`src/rssq_pkg.sv`:
```
// Summary of operation
// - Enabled low-power brown-out detector holds reset while supply stays below threshold.
// - Both brown-out detectors update one shared brown-out cause flag.
// - A configuration bit enables the low-power detector; erased state disables it.
// - Reset pin is disabled only when pin enable and low-voltage programming are 0.
// - With pin function enabled, a low pin holds the device in reset.
// - With pin function enabled, the weak pull-up to supply is connected.
// - A glitch filter ignores short pulses on the reset pin.
// - No internal reset ever drives the reset pin low.
// - With pin function disabled, pin is a general input with software pull-up.
// - Watchdog overflow writes 0 to the timeout flag; window violation writes 0 to its flag.
// - Reset instruction fully resets the device and writes 0 to its cause flag.
// - Stack overflow or underflow sets its flag; resets only if enabled.
// - Leaving programming mode reruns the start-up sequence like a power-on reset and writes 0 to the power-on flag.
// - Power-up timer optionally holds off execution after power-on or brown-out reset.
// - Execution waits for power-up timer and reset pin release after such a reset.
// - Timer runs regardless of pin; late pin release starts execution 10 cycles later.
// - The power-up timer gives a nominal 64 ms hold-off.
// - The power-up timer is enabled when its configuration bit is cleared.
package rssq_pkg;
    // Clock rate and start-up timing.
    localparam int unsigned CLK_HZ = 100000000;
    localparam int unsigned PUT_MS = 64;
    localparam longint unsigned PUT_CYCLES_L = (longint'(PUT_MS) * CLK_HZ) / 1000;
    localparam int unsigned PUT_CYCLES = int'(PUT_CYCLES_L);
    localparam int unsigned PIN_RELEASE_CYCLES = 10;
    localparam int unsigned GLITCH_FILTER_CYCLES = 8;
    // Status flag bit positions.
    localparam int unsigned ST_W = 8;
    localparam int unsigned ST_BROWNOUT = 0;
    localparam int unsigned ST_POWERON = 1;
    localparam int unsigned ST_RESET_INSTR = 2;
    localparam int unsigned ST_PIN = 3;
    localparam int unsigned ST_WINDOW_VIOL = 4;
    localparam int unsigned ST_STACK_UNDER = 5;
    localparam int unsigned ST_STACK_OVER = 6;
    localparam int unsigned ST_TIMEOUT = 7;
    // Register map.
    localparam logic [3:0] REG_STATUS = 4'h0;
    localparam logic [3:0] REG_STATE = 4'h4;
    localparam logic [3:0] REG_PULLUP = 4'h8;
    // Only the timeout and reset-instruction flags read 1 after power-on; all others read 0.
    localparam logic [ST_W-1:0] STATUS_POR_VALUE = 8'h84;
    typedef enum logic [1:0] {RSSQ_HOLD, RSSQ_TIMER, RSSQ_PIN_WAIT, RSSQ_RUN} rssq_state_t;
endpackage : rssq_pkg

```
`src/rssq_sequencer.sv`:
```
`timescale 1ns/10ps
// Combines reset sources into one device reset and runs the start-up sequence.
module rssq_sequencer
    import rssq_pkg::*;
#(
    parameter int unsigned PUT_COUNT = rssq_pkg::PUT_CYCLES,
    parameter int unsigned FILTER_LEN = rssq_pkg::GLITCH_FILTER_CYCLES
) (
    input wire logic clk_sys,
    input wire logic resetn,
    input wire logic cfg_lp_brownout_enable,
    input wire logic cfg_external_reset_pin_enable,
    input wire logic cfg_low_voltage_programming_enable,
    input wire logic cfg_stack_reset_enable,
    input wire logic cfg_power_up_timer_enable_n,
    input wire logic brownout_low,
    input wire logic lp_brownout_low,
    input wire logic external_reset_pin_in,
    input wire logic watchdog_overflow,
    input wire logic watchdog_window_violation,
    input wire logic reset_instruction,
    input wire logic stack_overflow,
    input wire logic stack_underflow,
    input wire logic programming_mode,
    input wire logic [3:0] reg_addr,
    input wire logic [7:0] reg_wdata,
    input wire logic reg_wr,
    input wire logic reg_rd,
    output logic [7:0] reg_rdata,
    output logic device_reset_n,
    output logic run_enable,
    output logic external_reset_pin_out,
    output logic external_reset_pin_oe_n,
    output logic pin_pullup_en,
    output logic gpio_in
);
    localparam int unsigned CW = $clog2(PUT_COUNT + 1);

    logic pin_s1_q, pin_s2_q;
    logic bo_s1_q, bo_s2_q, lbo_s1_q, lbo_s2_q, pm_s1_q, pm_s2_q;
    logic pin_filt;
    logic pin_func_en;
    logic brownout_any;
    logic pin_hold;
    logic sync_src;
    logic src_hold;
    logic prog_q;
    logic prog_exit;
    logic [ST_W-1:0] status_q;
    logic sw_pullup_q;
    rssq_state_t state_q;
    logic [CW-1:0] put_cnt_q;
    logic [3:0] rel_cnt_q;
    logic run_q, rst_n_q, pu_q, gpio_q;
    logic [7:0] rdata_q;

    // Asynchronous level inputs pass two flip-flops before use.
    always_ff @(posedge clk_sys or negedge resetn) begin
        if (!resetn) begin
            pin_s1_q <= 1'b1;
            pin_s2_q <= 1'b1;
            bo_s1_q <= 1'b0;
            bo_s2_q <= 1'b0;
            lbo_s1_q <= 1'b0;
            lbo_s2_q <= 1'b0;
            pm_s1_q <= 1'b0;
            pm_s2_q <= 1'b0;
        end else begin
            pin_s1_q <= external_reset_pin_in;
            pin_s2_q <= pin_s1_q;
            bo_s1_q <= brownout_low;
            bo_s2_q <= bo_s1_q;
            lbo_s1_q <= lp_brownout_low;
            lbo_s2_q <= lbo_s1_q;
            pm_s1_q <= programming_mode;
            pm_s2_q <= pm_s1_q;
        end
    end

    rssq_glitch_filter #(
        .LEN(FILTER_LEN)
    ) u_pin_filter (
        .clk_sys(clk_sys),
        .resetn(resetn),
        .din(pin_s2_q),
        .dout(pin_filt)
    );

    // Pin function enable and the combined hold conditions.
    assign pin_func_en = cfg_external_reset_pin_enable | cfg_low_voltage_programming_enable;
    assign brownout_any = bo_s2_q | (cfg_lp_brownout_enable & lbo_s2_q);
    assign pin_hold = pin_func_en & ~pin_filt;
    assign prog_exit = prog_q & ~pm_s2_q;
    // Synchronous sources restart the sequence but skip the timer.
    assign sync_src = watchdog_overflow | watchdog_window_violation | reset_instruction
        | (cfg_stack_reset_enable & (stack_overflow | stack_underflow));
    // Any active source pulls the device reset at once, without waiting a state step.
    assign src_hold = pin_hold | sync_src | brownout_any | pm_s2_q | prog_exit;

    // Remembers programming mode so its falling edge can be seen.
    always_ff @(posedge clk_sys or negedge resetn) begin
        if (!resetn) begin
            prog_q <= 1'b0;
        end else begin
            prog_q <= pm_s2_q;
        end
    end

    // Start-up sequence: hold, power-up timer, wait for pin, then run.
    always_ff @(posedge clk_sys or negedge resetn) begin
        if (!resetn) begin
            state_q <= RSSQ_HOLD;
            put_cnt_q <= '0;
            rel_cnt_q <= '0;
        end else if (brownout_any || pm_s2_q || prog_exit) begin
            state_q <= RSSQ_HOLD;
            put_cnt_q <= '0;
        end else begin
            case (state_q)
                RSSQ_HOLD: begin
                    put_cnt_q <= '0;
                    if (!cfg_power_up_timer_enable_n) begin
                        state_q <= RSSQ_TIMER;
                    end else begin
                        state_q <= RSSQ_PIN_WAIT;
                        rel_cnt_q <= '0;
                    end
                end
                RSSQ_TIMER: begin
                    // Timer ignores the pin level while it counts.
                    if (put_cnt_q == CW'(PUT_COUNT - 1)) begin
                        state_q <= RSSQ_PIN_WAIT;
                        rel_cnt_q <= '0;
                    end else begin
                        put_cnt_q <= put_cnt_q + 1'b1;
                    end
                end
                RSSQ_PIN_WAIT: begin
                    if (pin_hold) begin
                        rel_cnt_q <= '0;
                    end else if (rel_cnt_q == 4'(PIN_RELEASE_CYCLES - 1)) begin
                        state_q <= RSSQ_RUN;
                    end else begin
                        rel_cnt_q <= rel_cnt_q + 1'b1;
                    end
                end
                RSSQ_RUN: begin
                    if (pin_hold || sync_src) begin
                        state_q <= RSSQ_PIN_WAIT;
                        rel_cnt_q <= '0;
                    end
                end
                default: begin
                    state_q <= RSSQ_HOLD;
                end
            endcase
        end
    end

    // Cause flags; hardware events win over a software write in the same cycle.
    always_ff @(posedge clk_sys or negedge resetn) begin
        if (!resetn) begin
            status_q <= STATUS_POR_VALUE;
        end else begin
            logic [ST_W-1:0] nxt;
            nxt = status_q;
            if (reg_wr && reg_addr == REG_STATUS) begin
                nxt = reg_wdata;
            end
            if (brownout_any) begin
                nxt[ST_BROWNOUT] = 1'b0;
            end
            if (prog_exit) begin
                nxt[ST_POWERON] = 1'b0;
            end
            if (reset_instruction) begin
                nxt[ST_RESET_INSTR] = 1'b0;
            end
            if (pin_hold && state_q == RSSQ_RUN) begin
                nxt[ST_PIN] = 1'b0;
            end
            if (watchdog_window_violation) begin
                nxt[ST_WINDOW_VIOL] = 1'b0;
            end
            if (stack_underflow) begin
                nxt[ST_STACK_UNDER] = 1'b1;
            end
            if (stack_overflow) begin
                nxt[ST_STACK_OVER] = 1'b1;
            end
            if (watchdog_overflow) begin
                nxt[ST_TIMEOUT] = 1'b0;
            end
            status_q <= nxt;
        end
    end

    // Software pull-up control used only when the pin is a plain input.
    always_ff @(posedge clk_sys or negedge resetn) begin
        if (!resetn) begin
            sw_pullup_q <= 1'b0;
        end else if (reg_wr && reg_addr == REG_PULLUP) begin
            sw_pullup_q <= reg_wdata[0];
        end
    end

    // Registered outputs.
    always_ff @(posedge clk_sys or negedge resetn) begin
        if (!resetn) begin
            run_q <= 1'b0;
            rst_n_q <= 1'b0;
            pu_q <= 1'b1;
            gpio_q <= 1'b1;
        end else begin
            run_q <= (state_q == RSSQ_RUN) && !src_hold;
            rst_n_q <= (state_q == RSSQ_RUN) && !src_hold;
            pu_q <= pin_func_en | sw_pullup_q;
            gpio_q <= pin_func_en ? 1'b1 : pin_s2_q;
        end
    end

    // Register read data appears the cycle after the read strobe.
    always_ff @(posedge clk_sys or negedge resetn) begin
        if (!resetn) begin
            rdata_q <= 8'h00;
        end else if (reg_rd) begin
            case (reg_addr)
                REG_STATUS: rdata_q <= status_q;
                REG_STATE: rdata_q <= {5'h00, pin_func_en, state_q};
                REG_PULLUP: rdata_q <= {7'h00, sw_pullup_q};
                default: rdata_q <= 8'h00;
            endcase
        end else begin
            rdata_q <= 8'h00;
        end
    end

    assign reg_rdata = rdata_q;
    assign device_reset_n = rst_n_q;
    assign run_enable = run_q;
    assign external_reset_pin_out = 1'b1;
    assign external_reset_pin_oe_n = 1'b1;
    assign pin_pullup_en = pu_q;
    assign gpio_in = gpio_q;
endmodule // rssq_sequencer

```
`src/rssq_glitch_filter.sv`:
```
`timescale 1ns/10ps
// Passes a level only after it has held steady for the full filter length.
module rssq_glitch_filter #(
    parameter int unsigned LEN = 8
) (
    input wire logic clk_sys,
    input wire logic resetn,
    input wire logic din,
    output logic dout
);
    logic [$clog2(LEN+1)-1:0] cnt_q;
    logic dout_q;

    // A level that differs from the output must persist LEN cycles to pass.
    always_ff @(posedge clk_sys or negedge resetn) begin
        if (!resetn) begin
            cnt_q <= '0;
            dout_q <= 1'b1;
        end else if (din == dout_q) begin
            cnt_q <= '0;
        end else if (cnt_q == ($clog2(LEN+1))'(LEN - 1)) begin
            cnt_q <= '0;
            dout_q <= din;
        end else begin
            cnt_q <= cnt_q + 1'b1;
        end
    end

    assign dout = dout_q;
endmodule // rssq_glitch_filter

```
`config.mk`:
```
export PLATFORM = sky130hd
export DESIGN_NAME = rssq_sequencer
export DESIGN_NICKNAME = d
export VERILOG_FILES = /design/src/rssq_pkg.sv /design/src/rssq_sequencer.sv /design/src/rssq_glitch_filter.sv
export SDC_FILE = /design/constraint.sdc
export NUM_CORES = 1
export LEC_CHECK = 0
export BUFFER_PORTS_ARGS = -buffer_cell sky130_fd_sc_hd__buf_2
export CORE_AREA = 2 2 92 94
export DETAILED_ROUTE_END_ITERATION = 7
export DIE_AREA = 0 0 94 96
export PLACE_DENSITY_LB_ADDON = 0.12
export REMOVE_ABC_BUFFERS = 1
export SLEW_MARGIN = 10
export SYNTH_ARGS = -nofsm -noshare
export SYNTH_HDL_FRONTEND = slang
export SYNTH_SLANG_ARGS = --single-unit
export TNS_END_PERCENT = 10
```
`constraint.sdc`:
```
create_clock -name clk_sys -period 2.7 [get_ports clk_sys]
set_clock_uncertainty 0.15 [all_clocks]
set_input_delay 0.135 -clock clk_sys [delete_from_list [all_inputs] [get_ports clk_sys]]
set_output_delay 0.135 -clock clk_sys [all_outputs]
set_load 0.05 [all_outputs]
```
==> impl_metrics.tcl, run 1 <==
set metrics [dict create \
    synth_common_cells "dfrtp_1, nor2_1, nand2_1, mux2i_1, a21oi_1" \
    status "finished clean" \
    maxSlewViolCount 0 \
    dpl_worst_slack_ns 0.450 \
    grt_pass1_wl_mm 13.0 \
    antenna_found_initial 0 \
    setup-violations-final 0 \
    netlist_top_cells_area "dfrtp_1, dfstp_2, mux2i_1" \
    vdd_drop_max_v 0.000313 \
    mappedNetlistArea_um2 3160 \
    power.share.sequential 0.461 \
    layout_worst_path_cycle_share 0.906 \
    rsz0062_at_grt "no" \
    drive_above_1_share 0.226 \
    nets 419 \
    grt_max_degree 40 \
    yosys_warnings 0 \
    die_area_um2 9020 \
    routabilityCongestion 0.831 \
    cp-end-kind "flip-flop" \
    track_usage 0.186 \
    drc 0 \
    synth-edff-count 0 \
    synth_top_flop_cell "dfrtp_1" \
    vias 2605 \
    p_sw_uw 527 \
    dp_hpwl_mm 5.01 \
    p_sw_frac 0.235 \
    cts.sinks 63 \
    io_pins 44 \
    r2r_cells 5 \
    place_area_um2 3510 \
    hold_path_class "in2reg" \
    netlist_instances 310 \
    period_needed_ns 2.45 \
    powerDensity_nw_per_um2 557 \
    cp.arrival_ns 2.51 \
    drtPass1Iterations 4 \
    whs_path_depth 4 \
    ys_seq_elements 63 \
    synth_top_area_frac 0.443 \
    yosysUniqueCellTypes 60 \
    cp.required_ns 2.77 \
    worst_slew_pin_slew_ns 0.886 \
    cts_tree "done" \
    clock_power_share 0.441 \
    avgSynthCellArea_um2 10.2 \
    synth_area_leader_cell "dfrtp_1" \
    p_comb_frac 0.098 \
    whs_ns 0.0195 \
    cts_buffers 9 \
    n_antenna_cell 0 \
    slew_headroom 0.410 \
    finalSetupTns_ns 0 \
    synthArstFlopShare 1.00 \
    post-route-cell-area_um2 4030 \
    htree_levels 3 \
    drt_iter0_markers 100 \
    overflow 0 \
    power.internal_uw 1710 \
    core_area_um2 8050 \
    rows 33 \
    cts_buffer_depth 2 \
    cp-start-kind "primary input" \
    area_growth_pct 27.2 \
    ys_seq_area_frac 0.501 \
    hold_viol 0 \
    setup_ws_ns 0.254 \
    clk_latency_ns 0.34 \
    postCtsSetupBuffers 0 \
    routedWlPerCell_um 14.9 \
    via_per_inst 5.26 \
    io_buffers 41 \
    synth_most_common_cell "dfrtp_1" \
    crit_type "in2reg" \
    die_w_um 94 \
    grt_pass1_vias 2671 \
    critPathMaxFanout 8 \
    p_leak_uw 0.00174 \
    detail-route-antenna-nets 0 \
    drt_wl_total_mm 7.40 \
    initial_core_util 0.393 \
    cts-root-buf "clkbuf_8" \
    fmax_ghz 0.409 \
    fp.dieH_um 96 \
    path_clk_slew_ns 0.07 \
    maxCapViolCount 0 \
]
metal layers:
layer	track usage	up-vias	wire (um)
met5	0	-	0
met4	0.0797	0	148
met3	0.0517	15	288
met2	0.287	44	3380
met1	0.246	1249	3580
li1	-	1297	-
worst paths after layout:
path                            slack, ns                       end                 startpoint
worst max-delay path                 0.25   status_q[5]$_DFFE_PN0P_                reg_addr[2]
worst min-delay path                 0.02  device_reset_n$_DFF_PN0_     cfg_stack_reset_enable
worst max register to register       0.41  rel_cnt_q[1]$_DFFE_PN0P_  put_cnt_q[20]$_DFFE_PN0P_
worst min register to register       0.20        lbo_s2_q$_DFF_PN0_         lbo_s1_q$_DFF_PN0_
max in group asynchronous            1.30        pin_s2_q$_DFF_PN1_                     resetn
min in group asynchronous            0.30    reg_rdata[6]$_DFF_PN0_                     resetn
power groups by stage:
| stage | sequential (uW) | combinational (uW) | clock (uW) |
|---|---|---|---|
| floorplan | 1050 | 98.8 | 0 |
| global placement | 1050 | 190 | 0 |
| detailed placement | 1050 | 192 | 0 |
| CTS | 1030 | 221 | 1020 |
| global route | 1040 | 245 | 1060 |
| finish | 1030 | 220 | 989 |
layout by cell type (no fill, tap or decap), types with 3 or more instances in the layout:
cell	netlist	final
dfrtp_1	56	56
buf_2	5	41
nor2_1	31	31
dlygate4sd3_1	0	28
nand2_1	21	21
mux2i_1	17	17
a21oi_1	15	15
nand3_1	14	14
nand4_1	11	11
o21ai_1	10	10
buf_4	3	10
clkbuf_8	0	9
and2_1	8	8
nor3_1	7	7
o21ai_0	7	7
dfstp_2	7	7
inv_1	6	6
or3_1	6	6
nor2b_1	5	5
and3_1	5	5
a31oi_1	5	5
ha_1	4	4
nand3b_1	3	3
a211oi_1	3	3
o41ai_1	3	3
o2111ai_1	3	3
o211ai_1	3	3
bufinv_16	0	3
sequential cells by signal, summed over array words and instances, names as in the netlist, 2 cells and up:
name,flops
rel_cnt_q,4
status_q,8
state_q,2
put_cnt_q,23
reg_rdata,8
u_pin_filter.cnt_q,4
metrics by stage:
step                utilization  total power, uW  cells
finish                    0.500             2240    495
global route              0.500             2340    495
floorplan                     -             1150    295
detailed placement        0.436             1240    451
global placement          0.436             1240    451
CTS                       0.500             2270    495
kinds of logic after synthesis:
group / after synthesis / share of synthesized area
AOI/OAI and AO/OA: 67 / 0.149
xor gates and xnor gates: 2 / 0.00554
adders and majority gates: 4 / 0.0158
buffers and inverters: 22 / 0.0316
DFF: 63 / 0.501
muxes: 21 / 0.0680
other: 1 / 0.00119
and+or+nand+nor: 130 / 0.228
worst max-delay path, cell delays in order:
cell	delay, ns
dlygate4sd3_1	0.54
buf_2	0.18
nor4bb_2	0.48
buf_4	0.27
nor2b_1	0.06
a211o_1	0.27
dlygate4sd3_1	0.57
final cells by class:
type | instances | area [um2]
Sequential cell | 63 | 1590
Timing Repair Buffer | 79 | 561
Multi-Input combinational cell | 226 | 1490
Inverter | 6 | 22.5
Clock buffer | 11 | 131
Clock inverter | 5 | 106
Tap cell | 105 | 131
Fill cell | 753 | 4030
timing repair:
action	in CTS	in global routing
hold buffers	28	0
resized for setup	0	0
endpoints found under the hold margin	56	0
Note: power is estimated with default switching activity, not from simulation.
==> inputs of run 2 (changes only) <==
--- a/config.mk
+++ b/config.mk
@@ -6,9 +6,10 @@
 export NUM_CORES = 1
 export LEC_CHECK = 0
 export BUFFER_PORTS_ARGS = -buffer_cell sky130_fd_sc_hd__buf_2
-export CORE_AREA = 2 2 92 94
+export CORE_AREA = 2 2 97 90
+export CTS_CLUSTER_DIAMETER = 200
 export DETAILED_ROUTE_END_ITERATION = 7
-export DIE_AREA = 0 0 94 96
+export DIE_AREA = 0 0 99 92
 export PLACE_DENSITY_LB_ADDON = 0.12
 export REMOVE_ABC_BUFFERS = 1
 export SLEW_MARGIN = 10
==> run 2 against run 1 <==
  * Flip-flop and latch count stayed put
  * Hold slack got worse by 0.012 ns
  * Sequential share of layout area rose by 0.48 points
  * Clock power fell by 19%
  * Design area shrank 1.2%
  * Combinational power is 3% lower
  * Total power down 8.7%
  * Routed wire length fell by 0.20%
  * Clock-buffer cell count shrank 1
  * Sequential power is essentially flat
  * Register-to-register slack about the same
  * Via count is 1.0% higher
  * Critical endpoint is now put_cnt_q[14]$_DFFE_PN0P_
  * Highest routed layer unchanged
==> impl_metrics.tcl, run 2 (synthesis results as in run 1) <==
set metrics [dict create \
    clock_power_share 0.391 \
    path_clk_slew_ns 0.07 \
    p_comb_frac 0.105 \
    cts.sinks 63 \
    slew_headroom 0.659 \
    maxSlewViolCount 0 \
    io_buffers 41 \
    p_sw_uw 527 \
    layout_common_cells "dfrtp_1, buf_2, nor2_1" \
    drtPass1Iterations 5 \
    grt_pass1_vias 2640 \
    grt_pass1_wl_mm 12.9 \
    io_pins 44 \
    cp.arrival_ns 2.36 \
    largest_register "put_cnt_q" \
    antenna_found_initial 0 \
    core_area_um2 8210 \
    via_per_inst 5.35 \
    path_buf_inv 0 \
    cp.required_ns 2.78 \
    drc 0 \
    critPathTopFamily "simple AND/OR/NAND/NOR gates" \
    layout_commonest_cell "dfrtp_1" \
    dp_hpwl_mm 5.03 \
    routedWlPerCell_um 15.0 \
    drt_iter0_markers 135 \
    rows 32 \
    multi_input_area_um2 1490 \
    finalSetupTns_ns 0 \
    nets 419 \
    overflow 0 \
    grt_max_degree 26 \
    post-route-cell-area_um2 3980 \
    htree_levels 3 \
    power.share.sequential 0.505 \
    vdd_drop_max_v 0.000293 \
    hold_viol 0 \
    worst_slew_pin_slew_ns 0.507 \
    vias 2632 \
    register_area_um2 1590 \
    cts-root-buf "clkbuf_8" \
    cts_tree "done" \
    clk_latency_ns 0.34 \
    place_area_um2 3500 \
    cp_slowest_cell "or3_1" \
    cts_buffers 9 \
    initial_core_util 0.386 \
    setup-violations-final 0 \
    period_needed_ns 2.28 \
    p_sw_frac 0.257 \
    crit_type "reg2reg" \
    area_growth_pct 25.7 \
    fp.dieH_um 92 \
    crit_chain "ha_1 -> nand3_2 -> or3_1 -> o21ai_1 -> nor2_1 -> a22o_1" \
    critPathMaxFanout 8 \
    maxCapViolCount 0 \
    fill_cells 763 \
    cp-end-kind "flip-flop" \
    rsz0062_at_grt "no" \
    status "finished clean" \
    routabilityCongestion 0.795 \
    powerDensity_nw_per_um2 515 \
    cp-start-kind "flip-flop" \
    cts_buffer_depth 2 \
    detail-route-antenna-nets 0 \
    p_leak_uw 0.00173 \
    drt_wl_total_mm 7.38 \
    n_antenna_cell 0 \
    hold_path_class "in2reg" \
    die_area_um2 9110 \
    fmax_ghz 0.439 \
    max_stage_delay_ns 0.53 \
    drive_above_1_share 0.226 \
    track_usage 0.179 \
    layout_worst_path_cycle_share 0.843 \
    die_w_um 99 \
    power.internal_uw 1520 \
    largest_reg_flops 23 \
]
## run 2: cell types whose count changed in the layout (fill, tap and decap cells not counted), sizes merged
cell,before,now
clkinv,1,5
bufinv,3,1
buf,51,50
clkbuf,11,10
clkinvlp,1,0
dlygate4sd3,28,29
## run 2: through the flow
stage	util	std cells	setup slack, ns	hold WS, ns	total power (uW)
after global routing	0.485	492	0.260	0.0353	2150
after floorplan	-	295	0.397	-0.311	1150
after global placement	0.426	447	0.469	-0.0396	1240
after detailed placement	0.426	447	0.453	-0.0444	1240
final	0.485	492	0.423	0.00797	2050
after CTS	0.485	492	0.422	0.000838	2080
## run 2: power groups by stage
stage	combinational, uW	sequential [uW]	clock, uW
after floorplan	98.8	1050	0
after global placement	189	1050	0
after detailed placement	191	1050	0
after CTS	217	1030	827
after global routing	245	1040	865
final	214	1030	799
## run 2: path summary, 6_finish.rpt
path                            depth (start not counted)                     start                               to  slack [ns]
worst max-delay path                                    6  put_cnt_q[0]$_DFFE_PN0P_        put_cnt_q[14]$_DFFE_PN0P_        0.42
worst min-delay path                                    4               reg_addr[1]           reg_rdata[1]$_DFF_PN0_       0.008
worst max register to register                          6  put_cnt_q[0]$_DFFE_PN0P_        put_cnt_q[14]$_DFFE_PN0P_        0.42
worst min register to register                          0         pm_s1_q$_DFF_PN0_                pm_s2_q$_DFF_PN0_        0.20
max in group asynchronous                               3                    resetn          pin_pullup_en$_DFF_PN1_        1.54
min in group asynchronous                               2                    resetn  u_pin_filter.cnt_q[2]$_DFF_PN0_        0.14
## run 2: worst reg2reg max path: cells and delay by family (launching register included)
kind / cells / cell delay (ns)
simple gates: 3 / 0.80
compound gates: 2 / 0.56
flops: 1 / 0.43
fa+ha+maj: 1 / 0.24
## run 2: timing repair
item	in CTS	in global routing
endpoints found under the hold margin	37	0
resized for setup	0	0
buffers inserted	0	0
hold buffers	29	0
## run 2: routing by layer
layer  vias up  part of all wire  global-route usage
li1       1292                 -                   -
met1      1276              0.46               0.237
met2        55              0.49               0.284
met3         9             0.036              0.0457
met4         0             0.013              0.0616
met5         -                 0                   0
## run 2: area by class of cell
type,instances,area share
Multi-Input combinational cell,226,0.374
Tap cell,102,0.0321
Clock buffer,10,0.0321
Inverter,6,0.00566
Sequential cell,63,0.399
Timing Repair Buffer,79,0.142
Clock inverter,6,0.0157
==> inputs of run 3 (changes only) <==
==> constraint.sdc (replaced) <==
create_clock -name clk_sys -period 2.15 [get_ports clk_sys]
set_clock_uncertainty 0.15 [all_clocks]
set_input_delay 0.1075 -clock clk_sys [delete_from_list [all_inputs] [get_ports clk_sys]]
set_output_delay 0.1075 -clock clk_sys [all_outputs]
set_load 0.05 [all_outputs]
==> run 3 against run 2 <==
  * Flip-flop and latch count is the same
  * Design area increased by 4.8%
  * Highest routed layer unchanged
  * Clock-buffer cell count did not move
  * Cell count is 3.9% higher
  * Critical path type unchanged
  * Combinational power is 37% higher
  * Worst setup slack got worse by 0.31 ns
  * Total power up 28%
  * Largest cell class unchanged
  * Via count increased by 2.1%
  * Clock power increased by 30%
==> impl_metrics.tcl, run 3 (synthesis results as in run 1) <==
set metrics [dict create \
    cp.required_ns 2.28 \
    cp-start-kind "flip-flop" \
    routabilityCongestion 0.826 \
    initial_core_util 0.386 \
    crit_chain "nor4b_2 -> and4_1 -> a311oi_4 -> or4_4 -> o211ai_2" \
    io_buffers 41 \
    dp_hpwl_mm 5.25 \
    dpl_worst_slack_ns 0.0882 \
    slew_headroom 0.657 \
    detail-route-antenna-nets 0 \
    rsz0062_at_grt "no" \
    max_stage_delay_ns 0.54 \
    track_usage 0.183 \
    die_area_um2 9110 \
    layout_worst_path_cycle_share 0.948 \
    via_per_inst 5.26 \
    crit_type "reg2reg" \
    finalSetupTns_ns 0 \
    cts.sinks 63 \
    place_area_um2 3640 \
    critPathMaxFanout 6 \
    htree_levels 3 \
    overflow 0 \
    worst_slew_pin_slew_ns 0.515 \
    hold_viol 0 \
    grt_pass1_wl_mm 13.2 \
    core_area_um2 8210 \
    drc 0 \
    drive_above_1_share 0.267 \
    powerDensity_nw_per_um2 630 \
    cp-end-kind "flip-flop" \
    cts_buffers 9 \
    grt_pass1_vias 2648 \
    routedWlPerCell_um 15.0 \
    postCtsSetupBuffers 0 \
    p_leak_uw 0.00182 \
    die_w_um 99 \
    maxCapViolCount 0 \
    maxSlewViolCount 0 \
    vias 2686 \
    layout_common_cells "dfrtp_1, buf_2, nor2_1, dlygate4sd3_1, buf_4" \
    status "finished clean" \
    path_clk_slew_ns 0.08 \
    drt_iter0_markers 98 \
    clk_latency_ns 0.35 \
    hold_path_class "in2reg" \
    grt_max_degree 44 \
    drt_wl_total_mm 7.66 \
    cp_slowest_cell "or4_4" \
    cp.arrival_ns 2.16 \
    antenna_found_initial 0 \
    fill_cells 760 \
    nets 438 \
    post-route-cell-area_um2 4170 \
    area_growth_pct 31.7 \
    largest_register "put_cnt_q" \
    critPathTopFamily "simple AND/OR/NAND/NOR gates" \
    layout_commonest_cell "dfrtp_1" \
    cts_buffer_depth 2 \
    vdd_drop_max_v 0.000370 \
    drtPass1Iterations 5 \
    cts-root-buf "clkbuf_8" \
    setup-violations-final 0 \
    largest_reg_flops 23 \
    path_buf_inv 0 \
    period_needed_ns 2.04 \
    cts_tree "done" \
    fmax_ghz 0.491 \
    io_pins 44 \
    n_antenna_cell 0 \
    setup_ws_ns 0.111 \
    rows 32 \
    fp.dieH_um 92 \
]
[run 3: cell count changes in the layout (fill, tap and decap cells not counted), sizes merged]
| cell | delta |
|---|---|
| dlygate4sd3 | +2 |
| clkinvlp | +3 |
| clkinv | -4 |
| buf | +17 |
| inv | +1 |
[run 3: where the power goes]
| group | internal, uW | total (uW) | switching [uW] | leakage (uW) |
|---|---|---|---|---|
| Clock | 541 | 1040 | 498 | 0.0000891 |
| Sequential | 1250 | 1290 | 42.7 | 0.000822 |
| Combinational | 141 | 293 | 152 | 0.000910 |
| Total | 1930 | 2630 | 692 | 0.00182 |
[run 3: worst reg2reg max path, cell delays in order, from the launching register on]
cell,delay (ns)
dfrtp_1,0.44
nor4b_2,0.34
and4_1,0.31
a311oi_4,0.14
or4_4,0.54
o211ai_2,0.07
[run 3: area by class of cell]
cell class | instances | area (um2) | share of cell area
timing repair buffer | 98 | 723 | 0.174
sequential | 63 | 1590 | 0.380
multi-input combinational | 226 | 1510 | 0.363
clock inverter | 6 | 70.1 | 0.0168
tap | 102 | 128 | 0.0306
clock buffer | 10 | 128 | 0.0306
inverter | 6 | 22.5 | 0.00540
[run 3: timing repair]
item                                   in CTS  in global routing
resized for setup                           0                  4
hold buffers                               31                  0
setup endpoints to repair                   0                  7
endpoints found under the hold margin      39                  0
[run 3: path summary, 6_finish.rpt]
check	start	end	slack, ns	depth (start not counted)
setup reg to reg	put_cnt_q[19]$_DFFE_PN0P_	rel_cnt_q[3]$_DFFE_PN0P_	0.11	5
hold reg to reg	pm_s1_q$_DFF_PN0_	pm_s2_q$_DFF_PN0_	0.20	0
min in group asynchronous	resetn	lbo_s1_q$_DFF_PN0_	0.12	2
setup / recovery	put_cnt_q[19]$_DFFE_PN0P_	rel_cnt_q[3]$_DFFE_PN0P_	0.11	5
hold / removal	reg_addr[2]	reg_rdata[4]$_DFF_PN0_	0.06	3
max in group asynchronous	resetn	status_q[2]$_DFFE_PN1P_	1.07	3
[run 3: stage by stage]
stage	hold slack [ns]	std cells	util	total power, uW
finish	0.0641	511	0.508	2630
global route	0.0582	511	0.508	2770
CTS	0.0470	511	0.505	2670
detailed placement	-0.0399	464	0.443	1570
global placement	-0.0457	464	0.443	1570
floorplan	-0.338	295	-	1450
[run 3: per-layer routing]
layer  share of wire  global-route usage  up-vias  routed length, um
met1            0.48               0.246     1299               3670
li1                -                   -     1336                  -
met3           0.037              0.0526        6                284
met4           0.011              0.0651        0                 81
met2            0.47               0.282       45               3620
met5               0                   0        -                  0
